### config.mk
export PLATFORM = sky130hd
export DESIGN_NAME = psd_top
export DESIGN_NICKNAME = d
export VERILOG_FILES = /design/src/design/psd_pkg.sv /design/src/design/psd_top.sv
export VERILOG_INCLUDE_DIRS = /design/src /design/src/design
export SDC_FILE = /design/constraint.sdc
export NUM_CORES = 1
export LEC_CHECK = 0
export ABC_AREA = 1
export BUFFER_PORTS_ARGS = -buffer_cell sky130_fd_sc_hd__buf_2
export CORE_MARGIN = 2
export CORE_UTILIZATION = 45
export DETAILED_ROUTE_END_ITERATION = 6
export HOLD_SLACK_MARGIN = 0.05
export PLACE_DENSITY = 0.76
export SYNTH_ARGS = -nofsm -noshare
export SYNTH_HDL_FRONTEND = slang
export SYNTH_SLANG_ARGS = --single-unit
export TNS_END_PERCENT = 30
### constraint.sdc
create_clock -name core_clk_in -period 1.9 [get_ports core_clk_in]
set_input_delay 0.38 -clock core_clk_in [delete_from_list [all_inputs] [get_ports core_clk_in]]
set_output_delay 0.38 -clock core_clk_in [all_outputs]
set_load 0.02 [all_outputs]
### src/design/psd_params.svh
// register offsets, reset values, field positions and widths
`ifndef PSD_PARAMS_SVH
`define PSD_PARAMS_SVH
`define PSD_OFS_SHUTDOWN 4'h0
`define PSD_OFS_DEADBAND 4'h4
`define PSD_OFS_STEER    4'h8
`define PSD_OFS_MODE     4'hC
`define PSD_RST_SHUTDOWN 8'h00
`define PSD_RST_DEADBAND 8'h00
`define PSD_RST_STEER    8'h01
`define PSD_RST_MODE     8'h00
`define PSD_BIT_EVENT    7
`define PSD_STEER_WMASK  8'hDF
`define PSD_MODE_WMASK   8'hCF
`define PSD_SRC_OFF      3'h0
`define PSD_DB_WIDTH     7
`endif

### src/design/psd_pkg.sv
// types of the pwm shutdown, dead-band and steering stage
package psd_pkg;
    typedef enum logic [1:0] {
        PSD_BR_SINGLE   = 2'b00,
        PSD_BR_FULL_FWD = 2'b01,
        PSD_BR_HALF     = 2'b10,
        PSD_BR_FULL_REV = 2'b11
    } psd_bridge_type;

    typedef struct packed {
        logic       shutdown_event_status;
        logic [2:0] shutdown_source_select;
        logic [1:0] pair_ac_shutdown_state;
        logic [1:0] pair_bd_shutdown_state;
    } psd_shutdown_type;

    typedef struct packed {
        logic       auto_restart_enable;
        logic [6:0] dead_band_count;
    } psd_deadband_type;

    typedef struct packed {
        logic [1:0] complementary_pair_select;
        logic       unused_zero;
        logic       steering_sync;
        logic [3:0] steer_enable;
    } psd_steer_type;

    typedef struct packed {
        psd_bridge_type bridge_output_mode_bits;
        logic [1:0]     spare;
        logic [3:0]     capture_compare_mode_bits;
    } psd_mode_type;
endpackage

### src/design/psd_top.sv
// pwm output stage: auto-shutdown, restart, dead-band and pulse steering
//
// Contract
// - source select picks shutdown triggers, 000 off
// - firmware setting event bit causes shutdown
// - event bit one means outputs shut down
// - event bit sticky until firmware or restart
// - shutdown forces enabled pins without clock
// - pair a/c shutdown: low, high, tristate
// - pair b/d shutdown: low, high, tristate
// - shutdown condition is level, not edge
// - event bit writes ignored while condition present
// - output resumes at next period start
// - auto restart clears event bit when gone
// - half-bridge delays only inactive-to-active edges
// - dead-band count in cycles, bits 6-0
// - steering only in single output mode
// - steer enables route pwm or release pin
// - mode low bits set steered polarity
// - steering sync defers change to period
// - pair select makes a plus b, c, d
// - shutdown touches only enabled pwm pins
// - steering bit 5 reads zero
// - count above duty keeps output inactive
// - unsynced steering change may truncate waveform
//
// Design decisions made here: the Avalon-MM register port and the register offsets.
`timescale 1ns/10ps
`include "psd_params.svh"

module psd_top
    import psd_pkg::*;
(
    input  wire logic        core_clk_in,
    input  wire logic        sys_rst_in,
    input  wire logic [3:0]  avs_address_in,
    input  wire logic        avs_read_in,
    input  wire logic        avs_write_in,
    input  wire logic [31:0] avs_writedata_in,
    input  wire logic [3:0]  avs_byteenable_in,
    output logic      [31:0] avs_readdata_out,
    output logic             avs_waitrequest_out,
    input  wire logic        pwm_waveform_in,
    input  wire logic        period_start_in,
    input  wire logic        fault_input_pin_n_in,
    input  wire logic        comparator_one_output_in,
    input  wire logic        comparator_two_output_in,
    output logic      [3:0]  pwm_pins_out,
    output logic      [3:0]  pwm_pins_oe_out
);

    localparam int DBW = `PSD_DB_WIDTH;

    psd_shutdown_type sd_q;
    logic [6:0]       cfg_q;
    logic             ev_q;
    psd_deadband_type db_q;
    psd_steer_type    st_q;
    psd_mode_type     md_q;
    logic             ack_q;
    logic [31:0]      rdata_q;
    logic [7:0]       rd_mux;
    logic             wr_fire;
    logic             wr_sd;
    logic             fw_set;
    logic             sd_cond;
    logic             hold_q;
    logic             shut_now;
    logic             shut_out;
    logic [5:0]       steer_eff_q;
    logic [1:0]       db_in;
    logic [1:0]       db_out;
    logic [DBW-1:0]   db_cnt_q [2];
    logic [3:0]       act;
    logic [3:0]       en;
    logic [3:0]       level;
    logic [3:0]       norm_q;
    logic [3:0]       en_q;

    function automatic logic hit(input logic [3:0] a, input logic [3:0] o);
        return a == o;
    endfunction

    // one hit per source bit covers all eight select codes
    function automatic logic src_hit(input logic [2:0] s, input logic c1,
                                     input logic c2, input logic flt_n);
        return (s[0] & c1) | (s[1] & c2) | (s[2] & ~flt_n);
    endfunction

    // ---------------- avalon slave: one wait state per access
    assign avs_waitrequest_out = (avs_read_in | avs_write_in) & ~ack_q;
    assign avs_readdata_out    = rdata_q;
    assign wr_fire = avs_write_in & ack_q & avs_byteenable_in[0];
    assign wr_sd   = wr_fire & hit(avs_address_in, `PSD_OFS_SHUTDOWN);
    assign fw_set  = wr_sd & avs_writedata_in[`PSD_BIT_EVENT];

    always_ff @(posedge core_clk_in or posedge sys_rst_in) begin
        if (sys_rst_in) begin
            ack_q <= 1'b0;
        end else begin
            ack_q <= (avs_read_in | avs_write_in) & ~ack_q;
        end
    end

    always_comb begin
        rd_mux = 8'h00;
        if (hit(avs_address_in, `PSD_OFS_SHUTDOWN)) begin
            rd_mux = sd_q;
        end else if (hit(avs_address_in, `PSD_OFS_DEADBAND)) begin
            rd_mux = db_q;
        end else if (hit(avs_address_in, `PSD_OFS_STEER)) begin
            rd_mux = st_q & `PSD_STEER_WMASK;
        end else if (hit(avs_address_in, `PSD_OFS_MODE)) begin
            rd_mux = md_q;
        end
    end

    always_ff @(posedge core_clk_in or posedge sys_rst_in) begin
        if (sys_rst_in) begin
            rdata_q <= 32'h0000_0000;
        end else if (avs_read_in & ~ack_q) begin
            rdata_q <= {24'h00_0000, rd_mux};
        end
    end

    // ---------------- configuration registers
    // the event bit lives in its own flop so each part has one writer
    assign sd_q = {ev_q, cfg_q};

    always_ff @(posedge core_clk_in or posedge sys_rst_in) begin
        if (sys_rst_in) begin
            cfg_q <= 7'(`PSD_RST_SHUTDOWN);
        end else if (wr_sd) begin
            cfg_q <= avs_writedata_in[6:0];
        end
    end

    always_ff @(posedge core_clk_in or posedge sys_rst_in) begin
        if (sys_rst_in) begin
            db_q <= `PSD_RST_DEADBAND;
            st_q <= `PSD_RST_STEER;
            md_q <= `PSD_RST_MODE;
        end else if (wr_fire) begin
            if (hit(avs_address_in, `PSD_OFS_DEADBAND)) begin
                db_q <= avs_writedata_in[7:0];
            end
            if (hit(avs_address_in, `PSD_OFS_STEER)) begin
                st_q <= avs_writedata_in[7:0] & `PSD_STEER_WMASK;
            end
            if (hit(avs_address_in, `PSD_OFS_MODE)) begin
                md_q <= avs_writedata_in[7:0] & `PSD_MODE_WMASK;
            end
        end
    end

    // ---------------- shutdown condition and event status
    assign sd_cond = src_hit(sd_q.shutdown_source_select,
                             comparator_one_output_in,
                             comparator_two_output_in,
                             fault_input_pin_n_in);

    // set beats every clear; a clear write is dropped while sources hold
    always_ff @(posedge core_clk_in or posedge sys_rst_in) begin
        if (sys_rst_in) begin
            ev_q <= 1'(`PSD_RST_SHUTDOWN >> `PSD_BIT_EVENT);
        end else if (sd_cond | fw_set) begin
            ev_q <= 1'b1;
        end else if (db_q.auto_restart_enable) begin
            ev_q <= 1'b0;
        end else if (wr_sd) begin
            ev_q <= 1'b0;
        end
    end

    assign shut_now = sd_cond | sd_q.shutdown_event_status;

    // pins stay shut after the clear until the next period begins
    always_ff @(posedge core_clk_in or posedge sys_rst_in) begin
        if (sys_rst_in) begin
            hold_q <= 1'b0;
        end else if (shut_now) begin
            hold_q <= 1'b1;
        end else if (period_start_in) begin
            hold_q <= 1'b0;
        end
    end

    assign shut_out = shut_now | hold_q;

    // ---------------- steering update point
    always_ff @(posedge core_clk_in or posedge sys_rst_in) begin
        if (sys_rst_in) begin
            steer_eff_q <= 6'h01;
        end else if (!st_q.steering_sync || period_start_in) begin
            steer_eff_q <= {st_q.complementary_pair_select,
                            st_q.steer_enable};
        end
    end

    // ---------------- dead-band on the two half-bridge outputs
    assign db_in = {~pwm_waveform_in, pwm_waveform_in};

    generate
        for (genvar i = 0; i < 2; i++) begin : g_db
            // only the rising edge waits; a fall clears the count at once
            assign db_out[i] = db_in[i] &
                (db_cnt_q[i] >= db_q.dead_band_count);
            always_ff @(posedge core_clk_in or posedge sys_rst_in) begin
                if (sys_rst_in) begin
                    db_cnt_q[i] <= '0;
                end else if (!db_in[i]) begin
                    db_cnt_q[i] <= '0;
                end else if (db_cnt_q[i] < db_q.dead_band_count) begin
                    db_cnt_q[i] <= DBW'(db_cnt_q[i] + 1'b1);
                end
            end
        end
    endgenerate

    // ---------------- output mode and steering
    always_comb begin
        act = 4'h0;
        en  = 4'h0;
        case (md_q.bridge_output_mode_bits)
            PSD_BR_SINGLE: begin
                act = {4{pwm_waveform_in}};
                if (steer_eff_q[5:4] != 2'b00) begin
                    en = 4'h1;
                    en[steer_eff_q[5:4]] = 1'b1;
                    act[steer_eff_q[5:4]] = ~pwm_waveform_in;
                end else begin
                    en = steer_eff_q[3:0];
                end
            end
            PSD_BR_HALF: begin
                en  = 4'h3;
                act = {2'b00, db_out};
            end
            PSD_BR_FULL_FWD: begin
                en  = 4'hF;
                act = {pwm_waveform_in, 3'b001};
            end
            PSD_BR_FULL_REV: begin
                en  = 4'hF;
                act = {2'b01, pwm_waveform_in, 1'b0};
            end
            default: begin
                en  = 4'h0;
                act = 4'h0;
            end
        endcase
        if (md_q.capture_compare_mode_bits[3:2] != 2'b11) begin
            en = 4'h0;
        end
    end

    // bit 1 inverts pins a and c, bit 0 inverts pins b and d
    assign level = act ^ {md_q.capture_compare_mode_bits[0],
                          md_q.capture_compare_mode_bits[1],
                          md_q.capture_compare_mode_bits[0],
                          md_q.capture_compare_mode_bits[1]};

    always_ff @(posedge core_clk_in or posedge sys_rst_in) begin
        if (sys_rst_in) begin
            norm_q <= 4'h0;
            en_q   <= 4'h0;
        end else begin
            norm_q <= level & en;
            en_q   <= en;
        end
    end

    // shutdown override is combinational so it needs no clock edge
    generate
        for (genvar p = 0; p < 4; p++) begin : g_pin
            logic [1:0] st;
            assign st = (p % 2 == 1) ? sd_q.pair_bd_shutdown_state
                             : sd_q.pair_ac_shutdown_state;
            always_comb begin
                if (en_q[p] && shut_out) begin
                    pwm_pins_oe_out[p] = ~st[1];
                    pwm_pins_out[p]    = ~st[1] & st[0];
                end else begin
                    pwm_pins_oe_out[p] = en_q[p];
                    pwm_pins_out[p]    = norm_q[p];
                end
            end
        end
    endgenerate
endmodule

==> impl_summary.log <==
INFO  metric drive_above_1_share = 17.1%
INFO  metric flow.area_growth_from_synthesis = 12.8%
INFO  metric critical_path.max_stage_delay = 0.40 ns
INFO  metric routed_via_count = 3148
INFO  metric timing.final.max_slew_violations = 0
INFO  metric syn-mean-instance-area = 8.15 um^2
INFO  metric route.top_layer_used = met4
INFO  metric yosysTopAreaCell = sky130_fd_sc_hd__dfrtp_1
INFO  metric path_max_fanout = 6
INFO  metric antenna_violations_before_repair = 0
INFO  metric synth_edf_count = 0
INFO  metric max-vdd-ir-drop = 0.000338 V
INFO  metric tritoncts = done
INFO  metric critPathArrivalTime = 1.70 ns
INFO  metric clock-sinks = 67
INFO  metric floorplan.rows = 33
INFO  metric synth-main-ff-cell = sky130_fd_sc_hd__dfrtp_1
INFO  metric finalCritPeriodShare = 109%
INFO  metric hold_class = input port to register
INFO  metric cts_max_path_buffers = 2
INFO  metric crit_required = 1.52 ns
INFO  metric setup.worst_path.start_class = register
INFO  metric io_buffer_count = 38
INFO  metric grt_setup_unrepaired = true
INFO  metric vertical_die_dimension = 95.3 um
INFO  metric postLayoutSetupSlackWorst = -0.176 ns
INFO  metric place_ws = 0.00120 ns
INFO  metric run_status = finished, violations left
INFO  metric dieWidth = 95.3 um
INFO  metric post-synth-top-area-fraction = 43.4%
INFO  metric grt_pass1_wl = 14200 um
INFO  metric fmax = 0.482 GHz
INFO  metric met3_length = 410 um
INFO  metric die_area = 9080 um^2
INFO  metric violations = negative setup slack
INFO  metric via_count_of_the_first_global_routing_pass = 3075
INFO  metric synth-seq-area-share = 44.8%
INFO  metric cts_inserted_buffers = 9
INFO  metric cellLeakagePower = 2.13 nW
INFO  metric max_cap_viol_count = 0
INFO  metric place_congestion = 0.912
INFO  metric endpoint_kind = primary output
INFO  metric ys_seq_elements = 67
INFO  metric root_buffer = sky130_fd_sc_hd__clkbuf_8
INFO  metric report.final.setup_viol = 8
INFO  metric critPathKind = register to primary output
INFO  metric initial_core_util = 46.1%
INFO  metric nets = 571
INFO  metric floorplan.core_area = 8130 um^2
INFO  metric finalHoldViolations = 0
INFO  metric power.density_cell_area = 857 nW/um^2
INFO  metric ys_warn_count = 0
INFO  metric final_core_utilization = 52.0%
INFO  metric global_route.overflow_total = 0
INFO  metric crit_path_top_delay_cell = sky130_fd_sc_hd__dfrtp_1
INFO  metric synth.area.top_cells = sky130_fd_sc_hd__dfrtp_1 43%, sky130_fd_sc_hd__nand2_1 9.5%, sky130_fd_sc_hd__inv_1 6.0%
INFO  metric post_synth_inst_count = 460
INFO  metric route.met2.wl = 4190 um
INFO  metric antenna_cells = 0
INFO  metric drt-initial-drc-count = 231
INFO  metric grt_usage = 20.6%
INFO  metric drt-wirelength-per-cell = 13.8 um
INFO  metric clock_pin_slew_reported_for_the_worst_setup_and_hold_paths_after_clock_tree_synthesis = 0.08 ns
INFO  metric synth-async-reset-ratio = 100%
INFO  metric grt_max_degree = 40
INFO  metric setup-tns-final = -1.12 ns
INFO  metric routed_wirelength = 8500 um
INFO  metric detail_route.vias_per_cell = 5.12
INFO  metric drc = 0
INFO  metric clk-insertion-delay-late = 0.35 ns
INFO  metric floorplan.io_pins = 90
INFO  metric ctsHtreeMaxLevel = 3
INFO  metric finClkSkew = 0.00903 ns
INFO  metric path_cells = inv_2, o211ai_1, nor2_2, nand2_2, a31oi_1, buf_4
INFO  metric hpwlAfterDp = 6360 um
INFO  metric drtAntennaViolNets = 0
INFO  metric ys_types = 35
INFO  metric wl_met1 = 3790 um
INFO  metric detailedRoute.firstPassIterationCount = 4
INFO  metric period_needed = 2.08 ns
INFO  metric syn_area = 3750 um^2
what timing repair did:
action                                 CTS  global route
hold buffers                             1             0
setup buffers                            1             0
endpoints found under the hold margin   17             0
pin swaps                                2             7
setup endpoints to repair                8            16
resized for setup                        9            14
gates cloned                             1             0
power breakdown:
group	leakage (nW)	switching [mW]	internal (mW)
combinational	1.17	0.484	0.248
sequential	0.866	0.132	1.59
clock	0.0913	0.578	0.600
total	2.13	1.19	2.43
cell usage in the layout (no fill, tap or decap), drive strengths merged, types with 2 or more instances in the layout:
cell	count
nor2	30
xnor2	2
clkbuf	9
inv	63
o22ai	4
conb	24
o211ai	2
nand3	23
nand4	4
clkinvlp	3
nand2	101
ha	16
buf	44
a21boi	5
clkinv	3
dfstp	2
nor3	7
a21oi	27
a31oi	11
xor2	3
o21ai	50
dfrtp	65
o31ai	6
synthesized netlist by cell type, types with 5 or more instances:
library cell               count
sky130_fd_sc_hd__a31oi_1      11
sky130_fd_sc_hd__o21ai_1       5
sky130_fd_sc_hd__ha_1         16
sky130_fd_sc_hd__o21ai_0      45
sky130_fd_sc_hd__nor3_1        5
sky130_fd_sc_hd__inv_1        60
sky130_fd_sc_hd__nand3_1      21
sky130_fd_sc_hd__buf_4        25
sky130_fd_sc_hd__a21boi_0      5
sky130_fd_sc_hd__o31ai_1       6
sky130_fd_sc_hd__buf_2         6
sky130_fd_sc_hd__dfrtp_1      65
sky130_fd_sc_hd__nand2_1      95
sky130_fd_sc_hd__nor2_1       29
sky130_fd_sc_hd__a21oi_1      26
per-layer routing:
| metal | vias up | GRT usage [%] |
|---|---|---|
| li1 | 1553 | - |
| met1 | 1502 | 25.8 |
| met2 | 84 | 35.0 |
| met3 | 9 | 4.98 |
| met4 | 0 | 6.64 |
| met5 | - | 0 |
state kept, by name, summed over array words and instances (netlist names):
signal / cells
avs_readdata_out: 8
en_q: 4
ack_q: 1
hold_q: 1
steer_eff_q: 6
db_cnt_q: 14
db_q: 8
cfg_q: 7
ev_q: 1
md_q: 6
norm_q: 4
st_q: 7
kinds of logic after synthesis:
kind of cell    count (synthesis)  synth area share, %
simple gates                  167                 19.8
compound gates                106                 15.9
buf+inv                        98                 12.9
flops                          67                 44.8
fa+ha+maj                      16                 5.34
xor+xnor                        5                 1.17
other cells                     1                0.100
stage by stage:
stage               area, um^2  total power [mW]  std cells  hold WS (ns)
floorplan                 3840              2.26        483         0.451
global placement          3970              2.40        597         0.405
detailed placement        3970              2.45        597         0.414
CTS                       4200              3.64        615         0.225
global route              4230              3.83        615         0.235
finish                    4230              3.63        615         0.236
critical path: cells and delay by family (launching register included):
family | cells | cell delay [ns]
AO/OA/AOI/OAI | 2 | 0.32
buffers and inverters | 2 | 0.22
flip-flops | 1 | 0.40
AND/OR/NAND/NOR | 2 | 0.40
worst paths after layout:
kind | startpoint | endpoint | slack (ns) | cells past startpoint
min in group asynchronous | sys_rst_in | en_q[3]$_DFF_PP0_ | 0.58 | 3
min | period_start_in | hold_q$_DFFE_PP0P_ | 0.24 | 2
min reg2reg | ack_q$_DFF_PP0_ | ack_q$_DFF_PP0_ | 0.48 | 1
max in group asynchronous | sys_rst_in | st_q[0]$_DFFE_PP1P_ | 0.73 | 4
max | cfg_q[6]$_DFFE_PP0P_ | pwm_pins_out[2] | -0.18 | 6
max reg2reg | db_q[6]$_DFFE_PP0P_ | db_cnt_q[5]$_DFFE_PP0P_ | 0.09 | 10
layout make-up:
cell class	instances	area, um^2
multi-input combinational	319	1710
tap	105	131
clock buffer	9	124
clock inverter	6	67.6
timing repair buffer	45	278
inverter	64	244
sequential	67	1680
fill	766	3900
(Power assumes the default switching activity.)
